$ cat src/hw/dhbp_pkg.sv
// Constants for the host bus port of the dual serial controller.
// Assumes a single 250 MHz clock and host strobes already synchronous to it.
package dhbp_pkg;

    localparam int unsigned DATA_W  = 8;
    localparam int unsigned SEL_W   = 4;
    localparam int unsigned LOCAL_W = 3;

    // Register select map; bit 3 picks channel B for per-channel slots
    localparam logic [2:0] LOC_MODE   = 3'h0;
    localparam logic [2:0] LOC_STATUS = 3'h1;
    localparam logic [2:0] LOC_CMD    = 3'h2;
    localparam logic [3:0] SEL_OPCFG  = 4'h4;
    localparam logic [3:0] SEL_ISTAT  = 4'h5;
    localparam logic [3:0] SEL_IMASK  = 4'h6;
    localparam logic [3:0] SEL_OPVAL  = 4'h7;
    localparam int unsigned CHAN_BIT  = 3;

    // Channel command codes
    localparam logic [7:0] CMD_PTR_MR1 = 8'h10;
    localparam logic [7:0] CMD_PTR_MR0 = 8'hB0;
    localparam int unsigned CMD_TX_EN  = 2;
    localparam int unsigned CMD_TX_DIS = 3;

    // Reset values
    localparam logic [7:0] ZERO_BYTE = 8'h00;
    localparam logic [7:0] ALL_ONES  = 8'hFF;
    localparam logic       MARK      = 1'h1;

    // Mode word access pointer
    typedef enum logic [1:0] {
        MPTR_MR0 = 2'h0,
        MPTR_MR1 = 2'h1,
        MPTR_MR2 = 2'h3
    } dhbp_mptr_t;

    // Strobe sequencer, Gray along idle->write and idle->read
    typedef enum logic [1:0] {
        ST_IDLE  = 2'h0,
        ST_WRITE = 2'h1,
        ST_READ  = 2'h2
    } dhbp_state_t;

endpackage

$ cat src/hw/dhbp_chan.sv
// One serial channel's host-visible state: mode words, pointer, status, enable.
// Assumes one-cycle write and read pulses from the bus port sequencer.
`timescale 1ns/100ps
`default_nettype none

module dhbp_chan (
    input  wire logic                          clock,
    input  wire logic                          rstn,
    input  wire logic                          device_reset,
    input  wire logic                          wr_pulse,
    input  wire logic                          rd_pulse,
    input  wire logic [dhbp_pkg::LOCAL_W-1:0]  sel_local,
    input  wire logic [dhbp_pkg::DATA_W-1:0]   wdata,
    input  wire logic [dhbp_pkg::DATA_W-1:0]   status_events,
    output logic      [dhbp_pkg::DATA_W-1:0]   mode_rdata,
    output logic      [dhbp_pkg::DATA_W-1:0]   status_r,
    output logic                               active_r,
    output logic      [dhbp_pkg::DATA_W-1:0]   mode_word_zero,
    output logic      [dhbp_pkg::DATA_W-1:0]   mode_word_one,
    output logic      [dhbp_pkg::DATA_W-1:0]   mode_word_two
);

    logic                 clr;
    logic                 mode_acc;
    logic                 mode_wr;
    logic                 cmd_wr;
    logic                 stat_wr;
    dhbp_pkg::dhbp_mptr_t mptr_r;

    assign clr      = !rstn || device_reset;
    assign mode_acc = (wr_pulse || rd_pulse) && sel_local == dhbp_pkg::LOC_MODE;
    assign mode_wr  = wr_pulse && sel_local == dhbp_pkg::LOC_MODE;
    assign cmd_wr   = wr_pulse && sel_local == dhbp_pkg::LOC_CMD;
    assign stat_wr  = wr_pulse && sel_local == dhbp_pkg::LOC_STATUS;

    always_comb begin
        case (mptr_r)
            dhbp_pkg::MPTR_MR0: mode_rdata = mode_word_zero;
            dhbp_pkg::MPTR_MR1: mode_rdata = mode_word_one;
            default:            mode_rdata = mode_word_two;
        endcase
    end

    ////////////////////////////////////////////////////////////////////////////
    // pointer reset
    // Pointer walks MR0, MR1, MR2 and parks on MR2 until a command moves it
    always_ff @(posedge clock) begin
        if (clr) begin
            mptr_r <= dhbp_pkg::MPTR_MR1;
        end else if (cmd_wr && wdata == dhbp_pkg::CMD_PTR_MR1) begin
            mptr_r <= dhbp_pkg::MPTR_MR1;
        end else if (cmd_wr && wdata == dhbp_pkg::CMD_PTR_MR0) begin
            mptr_r <= dhbp_pkg::MPTR_MR0;
        end else if (mode_acc) begin
            case (mptr_r)
                dhbp_pkg::MPTR_MR0: mptr_r <= dhbp_pkg::MPTR_MR1;
                default:            mptr_r <= dhbp_pkg::MPTR_MR2;
            endcase
        end
    end

    always_ff @(posedge clock) begin
        if (clr) begin
            mode_word_zero <= dhbp_pkg::ZERO_BYTE;
        end else if (mode_wr && mptr_r == dhbp_pkg::MPTR_MR0) begin
            mode_word_zero <= wdata;
        end
    end

    // Only the zeroth word clears on device_reset; the others keep host values and clear on rstn only
    always_ff @(posedge clock) begin
        if (!rstn) begin
            mode_word_one <= dhbp_pkg::ZERO_BYTE;
            mode_word_two <= dhbp_pkg::ZERO_BYTE;
        end else if (mode_wr && mptr_r == dhbp_pkg::MPTR_MR1) begin
            mode_word_one <= wdata;
        end else if (mode_wr && mptr_r == dhbp_pkg::MPTR_MR2) begin
            mode_word_two <= wdata;
        end
    end

    ////////////////////////////////////////////////////////////////////////////
    // status cleared
    // Write-one-to-clear; a fresh event in the same cycle survives the clear
    always_ff @(posedge clock) begin
        if (clr) begin
            status_r <= dhbp_pkg::ZERO_BYTE;
        end else begin
            status_r <= (status_r & ~(stat_wr ? wdata : dhbp_pkg::ZERO_BYTE)) | status_events;
        end
    end

    always_ff @(posedge clock) begin
        if (clr) begin
            active_r <= 1'b0;
        end else if (cmd_wr && wdata[dhbp_pkg::CMD_TX_DIS]) begin
            active_r <= 1'b0;
        end else if (cmd_wr && wdata[dhbp_pkg::CMD_TX_EN]) begin
            active_r <= 1'b1;
        end
    end

endmodule

`default_nettype wire

$ cat src/hw/dhbp_port.sv
// Host parallel bus port of a dual serial controller: strobe sequencing,
// register select decode, shared registers, reset effects, interrupt request.
// Assumes host strobes and data are synchronous to clock (250 MHz) and each
// strobe low phase lasts at least two clock cycles.
`timescale 1ns/100ps
`default_nettype none

module dhbp_port (
    input  wire logic                          clock,
    input  wire logic                          rstn,
    input  wire logic                          device_reset,
    input  wire logic                          chip_select_n,
    input  wire logic                          write_strobe_n,
    input  wire logic                          read_strobe_n,
    input  wire logic [dhbp_pkg::SEL_W-1:0]    register_select,
    input  wire logic [dhbp_pkg::DATA_W-1:0]   host_data_bus_in,
    output logic      [dhbp_pkg::DATA_W-1:0]   host_data_bus_out,
    output logic      [dhbp_pkg::DATA_W-1:0]   host_data_bus_oe,
    input  wire logic [dhbp_pkg::DATA_W-1:0]   chan_a_events,
    input  wire logic [dhbp_pkg::DATA_W-1:0]   chan_b_events,
    input  wire logic [dhbp_pkg::DATA_W-1:0]   irq_events,
    input  wire logic                          chan_a_tx_bit,
    input  wire logic                          chan_b_tx_bit,
    output logic                               serial_out_chan_a,
    output logic                               serial_out_chan_b,
    output logic      [dhbp_pkg::DATA_W-1:0]   general_output_pins,
    output logic      [dhbp_pkg::DATA_W-1:0]   output_port_config_reg,
    output logic                               timer_halt,
    output logic      [dhbp_pkg::DATA_W-1:0]   chan_a_mode_zero,
    output logic      [dhbp_pkg::DATA_W-1:0]   chan_a_mode_one,
    output logic      [dhbp_pkg::DATA_W-1:0]   chan_a_mode_two,
    output logic      [dhbp_pkg::DATA_W-1:0]   chan_b_mode_zero,
    output logic      [dhbp_pkg::DATA_W-1:0]   chan_b_mode_one,
    output logic      [dhbp_pkg::DATA_W-1:0]   chan_b_mode_two,
    output logic                               irq_request_n_out,
    output logic                               irq_request_n_oe
);

    localparam logic [dhbp_pkg::DATA_W-1:0] LANES_OFF = dhbp_pkg::ZERO_BYTE;
    localparam logic [dhbp_pkg::DATA_W-1:0] LANES_ON  = dhbp_pkg::ALL_ONES;

    ////////////////////////////////////////////////////////////////////////////
    // Select decode helpers

    function automatic logic is_chan(input logic [dhbp_pkg::SEL_W-1:0] sel,
                                     input logic                       chan_b);
        is_chan = sel[dhbp_pkg::CHAN_BIT] == chan_b
                  && sel[dhbp_pkg::LOCAL_W-1:0] <= dhbp_pkg::LOC_CMD;
    endfunction

    function automatic logic [dhbp_pkg::LOCAL_W-1:0] local_of(
        input logic [dhbp_pkg::SEL_W-1:0] sel);
        local_of = sel[dhbp_pkg::LOCAL_W-1:0];
    endfunction

    ////////////////////////////////////////////////////////////////////////////
    // Strobe sequencer

    dhbp_pkg::dhbp_state_t          state_r;
    logic [dhbp_pkg::DATA_W-1:0]    wr_data_r;
    logic [dhbp_pkg::SEL_W-1:0]     wr_sel_r;
    logic                           wr_pulse;
    logic                           rd_pulse;
    logic                           clr;
    logic                           a_wr;
    logic                           b_wr;
    logic                           a_rd;
    logic                           b_rd;

    assign clr = !rstn || device_reset;

    // read starts on the falling strobe
    assign rd_pulse = state_r == dhbp_pkg::ST_IDLE && !chip_select_n
                      && !read_strobe_n && write_strobe_n;
    assign wr_pulse = state_r == dhbp_pkg::ST_WRITE && write_strobe_n && !chip_select_n;

    // write wins if both strobes fall together
    always_ff @(posedge clock) begin
        if (clr) begin
            state_r <= dhbp_pkg::ST_IDLE;
        end else begin
            case (state_r)
                dhbp_pkg::ST_IDLE: begin
                    if (!chip_select_n && !write_strobe_n) begin
                        state_r <= dhbp_pkg::ST_WRITE;
                    end else if (rd_pulse) begin
                        state_r <= dhbp_pkg::ST_READ;
                    end
                end
                dhbp_pkg::ST_WRITE: begin
                    if (write_strobe_n || chip_select_n) begin
                        state_r <= dhbp_pkg::ST_IDLE;
                    end
                end
                dhbp_pkg::ST_READ: begin
                    if (read_strobe_n || chip_select_n) begin
                        state_r <= dhbp_pkg::ST_IDLE;
                    end
                end
                default: state_r <= dhbp_pkg::ST_IDLE;
            endcase
        end
    end

    // hold the last bus value seen while the strobe is low
    always_ff @(posedge clock) begin
        if (!rstn) begin
            wr_data_r <= dhbp_pkg::ZERO_BYTE;
            wr_sel_r  <= '0;
        end else if (!chip_select_n && !write_strobe_n) begin
            wr_data_r <= host_data_bus_in;
            wr_sel_r  <= register_select;
        end
    end

    ////////////////////////////////////////////////////////////////////////////
    // Channels

    logic [dhbp_pkg::DATA_W-1:0] a_mode_rdata;
    logic [dhbp_pkg::DATA_W-1:0] b_mode_rdata;
    logic [dhbp_pkg::DATA_W-1:0] chan_a_status_reg;
    logic [dhbp_pkg::DATA_W-1:0] chan_b_status_reg;
    logic                        a_active;
    logic                        b_active;

    assign a_wr = wr_pulse && is_chan(wr_sel_r, 1'b0);
    assign b_wr = wr_pulse && is_chan(wr_sel_r, 1'b1);
    assign a_rd = rd_pulse && is_chan(register_select, 1'b0);
    assign b_rd = rd_pulse && is_chan(register_select, 1'b1);

    dhbp_chan u_chan_a (
        .clock          (clock),
        .rstn           (rstn),
        .device_reset   (device_reset),
        .wr_pulse       (a_wr),
        .rd_pulse       (a_rd),
        .sel_local      (a_wr ? local_of(wr_sel_r) : local_of(register_select)),
        .wdata          (wr_data_r),
        .status_events  (chan_a_events),
        .mode_rdata     (a_mode_rdata),
        .status_r       (chan_a_status_reg),
        .active_r       (a_active),
        .mode_word_zero (chan_a_mode_zero),
        .mode_word_one  (chan_a_mode_one),
        .mode_word_two  (chan_a_mode_two)
    );

    dhbp_chan u_chan_b (
        .clock          (clock),
        .rstn           (rstn),
        .device_reset   (device_reset),
        .wr_pulse       (b_wr),
        .rd_pulse       (b_rd),
        .sel_local      (b_wr ? local_of(wr_sel_r) : local_of(register_select)),
        .wdata          (wr_data_r),
        .status_events  (chan_b_events),
        .mode_rdata     (b_mode_rdata),
        .status_r       (chan_b_status_reg),
        .active_r       (b_active),
        .mode_word_zero (chan_b_mode_zero),
        .mode_word_one  (chan_b_mode_one),
        .mode_word_two  (chan_b_mode_two)
    );

    // mark while inactive or in reset
    always_ff @(posedge clock) begin
        if (clr) begin
            serial_out_chan_a <= dhbp_pkg::MARK;
            serial_out_chan_b <= dhbp_pkg::MARK;
        end else begin
            serial_out_chan_a <= a_active ? chan_a_tx_bit : dhbp_pkg::MARK;
            serial_out_chan_b <= b_active ? chan_b_tx_bit : dhbp_pkg::MARK;
        end
    end

    ////////////////////////////////////////////////////////////////////////////
    // Shared registers

    logic [dhbp_pkg::DATA_W-1:0] irq_mask_reg;
    logic [dhbp_pkg::DATA_W-1:0] irq_status_reg;
    logic [dhbp_pkg::DATA_W-1:0] output_port_value_reg;

    always_ff @(posedge clock) begin
        if (clr) begin
            irq_mask_reg           <= dhbp_pkg::ZERO_BYTE;
            output_port_value_reg  <= dhbp_pkg::ZERO_BYTE;
            output_port_config_reg <= dhbp_pkg::ZERO_BYTE;
        end else if (wr_pulse) begin
            case (wr_sel_r)
                dhbp_pkg::SEL_IMASK: irq_mask_reg           <= wr_data_r;
                dhbp_pkg::SEL_OPVAL: output_port_value_reg  <= wr_data_r;
                dhbp_pkg::SEL_OPCFG: output_port_config_reg <= wr_data_r;
                default: ;
            endcase
        end
    end

    // Write-one-to-clear; a new condition in the clearing cycle is kept
    always_ff @(posedge clock) begin
        if (clr) begin
            irq_status_reg <= dhbp_pkg::ZERO_BYTE;
        end else if (wr_pulse && wr_sel_r == dhbp_pkg::SEL_ISTAT) begin
            irq_status_reg <= (irq_status_reg & ~wr_data_r) | irq_events;
        end else begin
            irq_status_reg <= irq_status_reg | irq_events;
        end
    end

    // pins high, timer halted
    // Pins show the inverted value so a cleared register idles them high
    always_ff @(posedge clock) begin
        if (clr) begin
            general_output_pins <= dhbp_pkg::ALL_ONES;
            timer_halt          <= 1'b1;
        end else begin
            general_output_pins <= ~output_port_value_reg;
            timer_halt          <= 1'b0;
        end
    end

    always_ff @(posedge clock) begin
        if (clr) begin
            irq_request_n_oe <= 1'b0;
        end else begin
            irq_request_n_oe <= |(irq_status_reg & irq_mask_reg);
        end
    end
    assign irq_request_n_out = 1'b0;

    ////////////////////////////////////////////////////////////////////////////
    // Read path

    logic [dhbp_pkg::DATA_W-1:0] rd_mux;
    logic                        drive_r;

    // bit zero is the LSB, no lane swap
    always_comb begin
        rd_mux = dhbp_pkg::ZERO_BYTE;
        if (is_chan(register_select, 1'b0) || is_chan(register_select, 1'b1)) begin
            case (local_of(register_select))
                dhbp_pkg::LOC_MODE:
                    rd_mux = register_select[dhbp_pkg::CHAN_BIT] ? b_mode_rdata : a_mode_rdata;
                dhbp_pkg::LOC_STATUS:
                    rd_mux = register_select[dhbp_pkg::CHAN_BIT] ? chan_b_status_reg
                                                                 : chan_a_status_reg;
                default: rd_mux = dhbp_pkg::ZERO_BYTE;
            endcase
        end else begin
            case (register_select)
                dhbp_pkg::SEL_ISTAT: rd_mux = irq_status_reg;
                dhbp_pkg::SEL_IMASK: rd_mux = irq_mask_reg;
                dhbp_pkg::SEL_OPVAL: rd_mux = output_port_value_reg;
                dhbp_pkg::SEL_OPCFG: rd_mux = output_port_config_reg;
                default:             rd_mux = dhbp_pkg::ZERO_BYTE;
            endcase
        end
    end

    // data sampled once at the strobe fall
    always_ff @(posedge clock) begin
        if (clr) begin
            host_data_bus_out <= dhbp_pkg::ZERO_BYTE;
        end else if (rd_pulse) begin
            host_data_bus_out <= rd_mux;
        end
    end

    always_ff @(posedge clock) begin
        if (clr) begin
            drive_r <= 1'b0;
        end else begin
            drive_r <= rd_pulse || (state_r == dhbp_pkg::ST_READ
                                    && !read_strobe_n && !chip_select_n);
        end
    end

    // chip select high releases the bus at once
    assign host_data_bus_oe = (drive_r && !chip_select_n && !read_strobe_n) ? LANES_ON
                                                                             : LANES_OFF;

endmodule

`default_nettype wire
$ cat config.mk
export PLATFORM = sky130hd
export DESIGN_NAME = dhbp_port
export DESIGN_NICKNAME = d
export VERILOG_FILES = /design/src/hw/dhbp_pkg.sv /design/src/hw/dhbp_chan.sv /design/src/hw/dhbp_port.sv
export SDC_FILE = /design/constraint.sdc
export NUM_CORES = 1
export LEC_CHECK = 0
export BUFFER_PORTS_ARGS = -buffer_cell sky130_fd_sc_hd__buf_2
export CAP_MARGIN = 40
export CORE_ASPECT_RATIO = 1.2
export CORE_UTILIZATION = 45
export CTS_CLUSTER_SIZE = 12
export DETAILED_ROUTE_END_ITERATION = 16
export PLACE_DENSITY = 0.68
export SLEW_MARGIN = 20
export SYNTH_ARGS = -nofsm -noshare
export SYNTH_HDL_FRONTEND = slang
export SYNTH_SLANG_ARGS = --single-unit
export TNS_END_PERCENT = 20
$ cat constraint.sdc
create_clock -name clock -period 3.5 [get_ports clock]
set_clock_uncertainty 0.2 [all_clocks]
set_input_delay 0.35 -clock clock [delete_from_list [all_inputs] [get_ports clock]]
set_output_delay 0.35 -clock clock [all_outputs]
set_load 0.01 [all_outputs]
-- Word-level counts from Yosys, hierarchy flattened
Cells that the tools add are included.
- add/subtract/negate cells: 0
- $mul: 0
- order comparisons: 2
- bitwise logic cells: 18
- reduce and logical (&&, ||, !) cells: 75
- shift-type cells: 0
- div/mod/pow operators: 0
- eq/ne operators: 24
- mux-type cells: 25
- operators by type and width (cell ; number):
    $mux 8 ; 7
    $pmux 8 s2 ; 3
    $logic_and 1x1->1 ; 41
    $and 8x8->8 ; 4
    $eq 4x3->1 const B ; 8
    $not 8->8 ; 4
    $or 8x8->8 ; 4
    $pmux 8 s4 ; 1
    $mux 2 ; 6
    $reduce_or 2->1 ; 6
    $reduce_and 2->1 ; 5
    $eq 3x1->1 const B ; 3
    $logic_not 3->1 ; 3
    $eq 8x5->1 const B ; 1
    $eq 8x8->1 const B ; 1
    $reduce_or 8->1 ; 1
    $logic_or 1x1->1 ; 7
    $eq 2x1->1 const B ; 3
    $eq 2x2->1 const B ; 3
    $eq 3x2->1 const B ; 2
    $le 3x2->1 const B ; 2
    $logic_not 2->1 ; 3
    $mux 3 ; 2
    $not 1->1 ; 6
    9 further kinds ; 18
- memory bits (read-only): 0
- memories kept: 0
- RAM bits: 0
- register bits after elaboration: 137
- latch bits: 0
- logic and storage cells: 172

-- Logic depth before layout (Yosys ltp)
Gate-level depths: netlist of the first run.
- depth after elaboration: 11
- mapped depth: 7
- mapped depth without buffers: 4

-- Modules after synthesis
A second synthesis of the first run with hierarchy kept.
- cells, all modules: 662
- area, all modules: 6112.1 sq um
- modules (own cells, without submodules) (module ; instances ; sequential area each (sq um) ; cells each ; area each (sq um)):
    dhbp_port ; 1 ; 1341.3 ; 336 ; 3071.7
    dhbp_chan ; 2 ; 700.7 ; 163 ; 1520.2

-- Least setup slack after synthesis of the first run
OpenSTA, ideal clock, no wires.
- path type: input to register
- start point: input port chip_select_n
- end point: register output_port_config_reg[3] (netlist name)
- arrival time: 1906 ps
- cell stages on the path: 6
- slack: 1267 ps
- path through: buf_6 or4b_4 buf_6 nor4_4 mux2i_1 nor2_2
- longest elaborated chain between the ends: 3
- ends and longest elaborated chain (item ; line ; RTL):
    start: declaration ; dhbp_port.sv:12 ; input wire logic chip_select_n,
    $logic_not 1->1 ; dhbp_port.sv:75 ; assign wr_pulse = state_r == dhbp_pkg::ST_WRITE && write_strobe_n && !chip_select_n;
    $logic_and 1x1->1 ; dhbp_port.sv:75 ;
    $reduce_and 2->1 (no source line) ; - ;
    end signal: assignment ; dhbp_port.sv:187 ; output_port_config_reg <= dhbp_pkg::ZERO_BYTE;
    end signal: assignment ; dhbp_port.sv:192 ; dhbp_pkg::SEL_OPCFG: output_port_config_reg <= wr_data_r;
    end: declaration ; dhbp_port.sv:27 ; output logic [dhbp_pkg::DATA_W-1:0] output_port_config_reg,
Every way passes these cells.
A chain may end at the register's enable or synchronous reset.

-- Worst setup path in the final report of the first run
- start point: register state_r[1]
- end point: register u_chan_b.mode_word_one[0] (netlist name)
- longest elaborated chain between the ends: 8
- ends and longest elaborated chain (item ; line ; RTL):
    start: declaration ; dhbp_port.sv:59 ; dhbp_pkg::dhbp_state_t state_r;
    start signal: assignment ; dhbp_port.sv:80 ; state_r <= dhbp_pkg::ST_IDLE;
    start signal: assignment ; dhbp_port.sv:85 ; state_r <= dhbp_pkg::ST_WRITE;
    start signal: assignment ; dhbp_port.sv:87 ; state_r <= dhbp_pkg::ST_READ;
    $eq 2x1->1 (*) ; dhbp_port.sv:75 ;
    $logic_and 1x1->1 (*) (2 in a row) ; dhbp_port.sv:75 ;
    $logic_and 1x1->1 (*) ; dhbp_port.sv:127 ; assign b_wr = wr_pulse && is_chan(wr_sel_r, 1'b1);
    $mux 3 ; dhbp_port.sv:154 ; .sel_local (b_wr ? local_of(wr_sel_r) : local_of(register_select)),
    $logic_not 3->1 ; dhbp_chan.sv:32 ; assign mode_wr = wr_pulse && sel_local == dhbp_pkg::LOC_MODE;
    $logic_and 1x1->1 (*) ; dhbp_chan.sv:32 ;
    $logic_and 1x1->1 (*) ; dhbp_chan.sv:75 ; end else if (mode_wr && mptr_r == dhbp_pkg::MPTR_MR1) begin
    end signal: assignment ; dhbp_chan.sv:73 ; mode_word_one <= dhbp_pkg::ZERO_BYTE;
    end signal: assignment ; dhbp_chan.sv:76 ; mode_word_one <= wdata;
    end: declaration ; dhbp_chan.sv:19 ; output logic [dhbp_pkg::DATA_W-1:0] mode_word_one,
Mark *: on every way between the ends. The rest lies on a longest branch, timed or not.

==> results of run 1 <==
through the flow:
stage | total power (W) | setup slack [ns] | std cells | hold slack (ns)
floorplan | 0.001760 | 1.267 | 673 | 0.1671
global placement | 0.001830 | 0.9647 | 921 | 0.1835
detailed placement | 0.001837 | 0.9338 | 921 | 0.1851
CTS | 0.003701 | 1.025 | 973 | 0.0002220
global route | 0.003791 | 0.8548 | 975 | 0.01203
finish | 0.003684 | 1.083 | 975 | 0.001302
layout make-up:
class                      count  area [sq um]
clock buffer                  21         460.4
clock inverter                 9         147.6
fill                        1160          5599
inverter                      29         108.9
multi-input combinational    450          2968
sequential                   137          2743
tap                          168         210.2
timing repair buffer         161         943.4
worst min-delay path: stages:
cell and delay [ns]:
buf_2 0.10, nand2_1 0.04, a21boi_0 0.07
worst min path at each step:
| stage | end | slack, ns | from |
|---|---|---|---|
| 2_1_floorplan | general_output_pins[6] | 0.17 | output_port_value_reg[6] |
| 3_3_place_gp | general_output_pins[4] | 0.18 | output_port_value_reg[4] |
| 3_5_place_dp | general_output_pins[2] | 0.19 | output_port_value_reg[2] |
| 4_1_cts | u_chan_a.status_r[1] | 0.0002 | chan_a_events[1] |
| 5_1_grt | u_chan_b.status_r[0] | 0.01 | chan_b_events[0] |
| 6_report | wr_data_r[1] | 0.001 | host_data_bus_in[1] |
logic make-up (layout without fill, tap and decap cells):
logic type,Yosys count,after routing,share of synthesized area
AND/OR/NAND/NOR,194,194,0.1685
multiplexers,94,94,0.1570
XOR/XNOR,1,1,0.001442
other,1,1,0.0006175
AO/OA/AOI/OAI,160,160,0.1599
buffers and inverters,86,220,0.06098
flip-flops,137,137,0.4516
cell usage after synthesis, types with 3 or more instances:
| cell type | n |
|---|---|
| a21o_1 | 8 |
| nor2_2 | 8 |
| a22oi_1 | 6 |
| o21ai_0 | 63 |
| mux2i_1 | 93 |
| nand4_1 | 3 |
| o22ai_1 | 15 |
| nand3_1 | 20 |
| a211o_1 | 3 |
| buf_1 | 3 |
| nand2_1 | 61 |
| inv_1 | 28 |
| clkbuf_1 | 42 |
| nor3_1 | 5 |
| a21boi_0 | 13 |
| nand3b_1 | 4 |
| a31oi_1 | 35 |
| nor2b_1 | 27 |
| a21oi_1 | 10 |
| dfxtp_1 | 137 |
| nand2b_1 | 4 |
| nor4_1 | 4 |
| buf_4 | 8 |
| nor2_1 | 40 |
layer usage:
layer  GRT usage  vias up  share of wire
met5           0        -              0
met4      0.1112        0          0.027
met3     0.04930       39          0.056
met2      0.4560      203           0.51
met1      0.3152     2651           0.41
li1            -     2618              -
power by group through the flow:
stage,sequential (W),clock [W],combinational [W]
after global routing,0.00162,0.00194,0.000234
after global placement,0.00164,0,0.000185
after detailed placement,0.00165,0,0.000191
final,0.00161,0.00186,0.000214
after CTS,0.00161,0.00188,0.000212
after floorplan,0.00163,0,0.000131
repair_timing:
action,4_1_cts,5_1_grt
endpoints found under the hold margin,23,0
hold buffers,22,0
endpoints found under the setup margin,0,0
==> results.toml, run 1 <==
[run_status]
status = "complete, but fails checks"
violations = "design-rule violations"

[worst_setup_path]
reg2reg_slack_ns = 1.08
crit_fanout = 8
crit_cells = 4
rr_startpoint = "state_r[1]"
startpoint_type = "register"
crit_family = "simple AND/OR/NAND/NOR gates"
path_class = "reg2reg"
crit_chain = "nor4bb_1 > nand4_1 > mux2i_1 > nor2b_1"
cp-startpoint = "state_r[1]"
end_kind = "register"
worstPathArrival_ns = 2.52
reg2reg_to = "u_chan_b.mode_word_one[0]"
r2r_cells = 4
crit_buf_inv = 0
cp_slowest_cell = "nor4bb_1"
crit_required_ns = 3.60
cp-endpoint = "u_chan_b.mode_word_one[0]"
max_stage_delay_ns = 0.67

[timing]
setup_violations = 0
rsz0062_at_grt = "false"
maxSlewHeadroom = 0.4106
fin_crit_ns = 2.417
tightest_slew_ns = 0.8830
finalCritPeriodShare = 0.6905
hold_viol = 0
fmax_mhz = 413.8
maxSlewViolCount = 0
setup-tns-final_ns = 0

[power]
leakagePower_nw = 3.376
vdd_drop_max_v = 0.0002877
pwr-share-seq = 0.438
p_clk_frac = 0.504
pwr-share-comb = 0.058
p_sw_frac = 0.2161
power_density_nw_per_um2 = 486.0
power_switching_w = 0.0007962
p_int_w = 0.002888

[global_routing]
grt_usage = 0.2624
grt-ovfl-total = 0
antenna_found_initial = 0
grt_first_pass_wirelength_um = 27670
grt_pass1_vias = 5458
grt_max_degree = 60

[hold_path]
hold_depth = 3
min-delay-path-class = "in2reg"

[synth]
synth_top_area_frac = 0.4516
async_reset_ff_frac = 0
synth_ff_type = "dfxtp_1"
yosysUniqueCellTypes = 48
yosysSeqAreaShare = 0.4516
ys_warn_count = 0
synth_nets = 717
synth_cells = 673
yosysTopAreaCell = "dfxtp_1"
syn-cell-area_sq_um = 6073
synth_edf_count = 0
synth_area_leaders = "dfxtp_1, mux2i_1, o21ai_0"
synth-seq-cells = 137
synth_area_per_cell_sq_um = 9.024

[floorplan]
die-height_um = 129.3
io_pins = 129
die-area_sq_um = 13970
placementRows = 46
start_util = 0.4608
die_w_um = 108.1
design.core.area_sq_um = 13180

[placed_design]
hpwlAfterDp_um = 12110
io_buffers = 127
gp_congestion = 0.9265
placed_area_sq_um = 6740

[cts]
cts_resized = 0
post_cts_buffers = 0
clock_path_buffers = 2
cts.clk_slew.worst_paths_ns = 0.06
cts_sinks = 137
insertion_delay_ns = 0.41
tritoncts.num_buffers = 17
cts_tree = "built"
h-tree-depth = 4
cts_root_buf = "clkbuf_16"

[finish]
utilization = 0.5752
final_common_cell = "dfxtp_1"
drive_gt1_frac = 0.2330
area_delta_synth_final_pct = 24.82
final_cell_area_sq_um = 7581
final_nets = 840
final_cell_mix = "dfxtp_1, buf_2, mux2i_1"
antenna_cells = 0

[drt]
final_antenna_net_count = 0
dr.first_iter.drc_count = 274
dr_total_vias = 5511
wirelength_um = 17830
drc_errors = 2
first_pass_iters = 11
routedWlPerCell_um = 18.28
vias_per_cell = 5.652

[run]
cap_viol_max_count = 0
(Power assumes the default switching activity.)
==> inputs of run 2 (changes only) <==
Settings changed: PLACE_DENSITY 0.68 to 0.7.
Clock period 3.5 ns to 2.1 ns, I/O delays scaled along.
==> run 2 against run 1 <==
  * Sequential cell count did not move
  * Largest cell class unchanged
  * The run now ends clean
  * Sequential share of layout area fell by 2.2 points
  * Highest routed layer unchanged
  * Global-route usage up 0.65 points
  * Sequential power grew 66%
  * Register-to-register slack got worse by 1.0 ns
  * Worst hold slack better by 0.021 ns
==> results.toml, run 2 (synthesis gave the netlist of run 1 again) <==
[run_status]
status = "finished, final reports clean"

[timing]
finalCritPeriodShare = 0.9832
maxSlewHeadroom = 0.5140
setup-tns-final_ns = 0
tightest_slew_ns = 0.7275
setup_violations = 0
fmax_mhz = 484.3
setup_slack_ns = 0.03525
rsz0062_at_grt = "false"
fin_crit_ns = 2.065
maxSlewViolCount = 0
hold_viol = 0

[placed_design]
gp_congestion = 0.9078
dp_cells = 954
dp_slack_ns = 0.03858
io_buffers = 127
hpwlAfterDp_um = 12750

[power]
p_int_w = 0.004653
leakagePower_nw = 3.627
finalPower_w = 0.006003
vdd_drop_max_v = 0.0005896
p_sw_frac = 0.2249
pwr-share-comb = 0.073
p_clk_frac = 0.482
power_density_nw_per_um2 = 744.6
power_switching_w = 0.001350
pwr-share-seq = 0.445

[cts]
cts_tree = "built"
cts.clk_slew.worst_paths_ns = 0.06
tritoncts.num_buffers = 17
cts_root_buf = "clkbuf_16"
insertion_delay_ns = 0.42
h-tree-depth = 4
cts_sinks = 137
clock_path_buffers = 2

[hold_path]
min-delay-path-class = "in2reg"

[floorplan]
start_util = 0.4608
die-height_um = 129.3
design.core.area_sq_um = 13180
io_pins = 129
die-area_sq_um = 13970
die_w_um = 108.1
placementRows = 46

[global_routing]
busiest_layer = "met2"
grt_first_pass_wirelength_um = 28300
met3_usage = 0.04879
antenna_found_initial = 0
grt_max_degree = 53
grt-ovfl-total = 0
grt_usage = 0.2689
grt_pass1_vias = 5565
met2_usage = 0.4601
met1_usage = 0.3240

[finish]
final_nets = 893
area_delta_synth_final_pct = 32.74
antenna_cells = 0
utilization = 0.6116
drive_gt1_frac = 0.2605
final_cell_mix = "dfxtp_1, buf_2, mux2i_1"
final_common_cell = "dfxtp_1"
num-fill-cells = 1112
fin_cells = 1028

[run]
cap_viol_max_count = 0

[worst_setup_path]
startpoint_type = "register"
reg2reg_slack_ns = 0.04
crit_fanout = 2
end_kind = "register"
worstPathArrival_ns = 2.17
path_class = "reg2reg"
crit_required_ns = 2.20

[drt]
final_antenna_net_count = 0
vias_per_cell = 5.521
routedWlPerCell_um = 17.88
first_pass_iters = 5
wirelength_um = 18380
dr.first_iter.drc_count = 366
drc_errors = 0
dr_total_vias = 5676
## run 2: worst paths after layout
| path | startpoint | end | depth (start not counted) |
|---|---|---|---|
| min | register_select[0] | wr_sel_r[0] | 3 |
| max | wr_data_r[2] | u_chan_b.mptr_r[0] | 4 |
| max reg2reg | wr_data_r[2] | u_chan_b.mptr_r[0] | 4 |
| min reg2reg | output_port_value_reg[2] | general_output_pins[2] | 1 |
## run 2: critical path, cell delays in order (launching register included)
cell	delay (ns)
dfxtp_1	0.31
or4b_2	0.74
nor4_2	0.24
a22oi_1	0.13
a311o_1	0.33
## run 2: repair_timing
item | in CTS | in global routing
endpoints found under the hold margin | 40 | 0
gates resized for setup | 1 | 2
setup endpoints to repair | 1 | 7
pin swaps | 0 | 0
setup buffers | 0 | 3
hold buffers | 41 | 0
## run 2: final cells by class
class	count	area (sq um)	area share
well taps	168	210.2	0.02607
repair buffers	214	1441	0.1788
clock inverters	8	96.34	0.01195
flip-flops and latches	137	2743	0.3402
clock buffers	22	474.2	0.05882
multi-input cells	450	2988	0.3706
inverters	29	108.9	0.01350
## run 2: per-layer routing
metal / vias up / share of wire
met2: 202 / 0.50
met4: 0 / 0.028
met1: 2717 / 0.42
li1: 2709 / -
met5: - / 0
met3: 48 / 0.048
## run 2: power groups by stage
stage	Sequential, W	Clock (W)	Combinational (W)
after global placement	0.00272	0	0.000355
after CTS	0.00267	0.00292	0.000424
final	0.00267	0.00289	0.000438
after detailed placement	0.00272	0	0.000363
after global routing	0.00267	0.00303	0.000472
after floorplan	0.00272	0	0.000218
## run 2: metrics by stage
step	instance area, sq um	hold WS (ns)
floorplan	6073	0.08708
finish	8061	0.02183
global placement	7038	0.1850
global route	8061	0.04535
CTS	8025	0.003657
detailed placement	7038	0.1879
==> inputs of run 3 (changes only) <==
Settings changed: CELL_PAD_IN_SITES_DETAIL_PLACEMENT set to 1, CELL_PAD_IN_SITES_GLOBAL_PLACEMENT set to 1, CORE_UTILIZATION 45 to 30, PLACE_DENSITY 0.7 to unset, PLACE_DENSITY_LB_ADDON set to 0.1.
==> run 3 against run 2 <==
  * Largest cell class unchanged
  * Worst hold slack better by 0.041 ns
  * Critical path depth stayed put
  * Total power is 1.5% higher
  * Clock power is 3% higher
==> results.toml, run 3 (synthesis gave the netlist of run 1 again) <==
[drt]
final_antenna_net_count = 0
wirelength_um = 21330
first_pass_iters = 5
drc_errors = 0
dr_total_vias = 5610
dr.first_iter.drc_count = 239
routedWlPerCell_um = 19.03
vias_per_cell = 5.004

[finish]
drive_gt1_frac = 0.2663
antenna_cells = 0
area_delta_synth_final_pct = 35.17
num-fill-cells = 2319
multi_input_area_sq_um = 2993
final_cell_mix = "dfxtp_1, buf_2, mux2i_1"
final_common_cell = "dfxtp_1"
seq_area_sq_um = 2744
utilization = 0.4169
final_nets = 891
final_cell_area_sq_um = 8209

[cts]
cts_sinks = 137
post_cts_buffers = 0
tritoncts.num_buffers = 17
clock_path_buffers = 2
cts_tree = "built"
insertion_delay_ns = 0.43
cts_root_buf = "clkbuf_16"
h-tree-depth = 4
cts.clk_slew.worst_paths_ns = 0.06

[global_routing]
grt_pass1_vias = 5764
met1_usage = 0.2557
antenna_found_initial = 0
met3_usage = 0.04067
grt_usage = 0.2091
grt_first_pass_wirelength_um = 32870
grt_max_degree = 60
grt-ovfl-total = 0
met2_usage = 0.3648
busiest_layer = "met2"

[floorplan]
die-height_um = 157.9
io_pins = 129
die_w_um = 131.9
die-area_sq_um = 20820
start_util = 0.3085
design.core.area_sq_um = 19690
placementRows = 56

[worst_setup_path]
path_class = "reg2reg"
crit_chain = "or4b_2 > nor4_2 > a22oi_1 > a311o_1"
crit_family = "simple AND/OR/NAND/NOR gates"
startpoint_type = "register"
worstPathArrival_ns = 2.14
cp_slowest_cell = "or4b_2"
end_kind = "register"
crit_fanout = 2
crit_buf_inv = 0
rr_startpoint = "wr_data_r[2]"
cp-startpoint = "wr_data_r[2]"
crit_required_ns = 2.21
max_stage_delay_ns = 0.74

[power]
leakagePower_nw = 3.623
power_density_nw_per_um2 = 742.0
power_switching_w = 0.001508
p_sw_frac = 0.2476
p_clk_frac = 0.488
pwr-share-comb = 0.075
pwr-share-seq = 0.438
vdd_drop_max_v = 0.0004993
p_int_w = 0.004583

[run]
cap_viol_max_count = 0

[timing]
tightest_slew_ns = 0.5923
setup_slack_ns = 0.07388
fin_crit_ns = 2.026
finalCritPeriodShare = 0.9648
rsz0062_at_grt = "true"
maxSlewViolCount = 0
setup_violations = 0
hold_viol = 0
fmax_mhz = 493.6
maxSlewHeadroom = 0.6043

[run_status]
status = "finished, final reports clean"

[placed_design]
placed_area_sq_um = 7214
hpwlAfterDp_um = 15250
gp_congestion = 0.8175
io_buffers = 127
dp_slack_ns = -0.02060

[hold_path]
hp-start = "device_reset"
min-delay-path-class = "in2reg"
run 3: area by class of cell:
class	count	share of cell area
tap	261	0.03978
inverter	29	0.01326
clock inverter	14	0.01814
clock buffer	18	0.05228
sequential	137	0.3342
timing repair buffer	212	0.1777
multi-input combinational	450	0.3646
run 3: per-layer routing:
metal | vias up | routed length [um]
li1 | 2711 | -
met4 | 0 | 499
met5 | - | 0
met2 | 120 | 10210
met1 | 2748 | 9922
met3 | 31 | 691
run 3: power groups by stage:
stage               Combinational [W]  Sequential [W]  Clock, W
floorplan                    0.000218         0.00272         0
global placement             0.000393         0.00272         0
detailed placement           0.000400         0.00272         0
CTS                          0.000457         0.00267   0.00302
global route                 0.000495         0.00267   0.00315
finish                       0.000454         0.00267   0.00297
run 3: worst paths after layout:
check / endpoint / slack, ns / cells after the start
hold / removal: general_output_pins[4] / 0.06 / 4
setup / recovery: u_chan_a.mptr_r[0] / 0.07 / 4
setup reg to reg: u_chan_a.mptr_r[0] / 0.07 / 4
hold reg to reg: serial_out_chan_b / 0.22 / 1
run 3: per-stage QoR:
stage | TNS, ns | hold WS, ns | total power (W) | instances
final | 0 | 0.06333 | 0.006091 | 1121
after global routing | -0.007035 | 0.06770 | 0.006309 | 1121
after CTS | 0 | 0.04517 | 0.006141 | 1121
after detailed placement | -0.1006 | 0.2047 | 0.003123 | 1050
after global placement | -0.1837 | 0.1994 | 0.003114 | 1050
after floorplan | 0 | 0.08708 | 0.002933 | 673
run 3: worst reg2reg max path, delay by kind of cell (launching register included):
| kind | cells | cell delay, ns |
|---|---|---|
| AO/OA/AOI/OAI | 2 | 0.45 |
| flip-flops | 1 | 0.30 |
| AND/OR/NAND/NOR | 2 | 0.97 |
run 3: what timing repair did:
action                                  4_1_cts  5_1_grt
gates resized for setup                       1        4
hold buffers                                 39        0
endpoints found under the setup margin        8       14
endpoints found under the hold margin        38        0
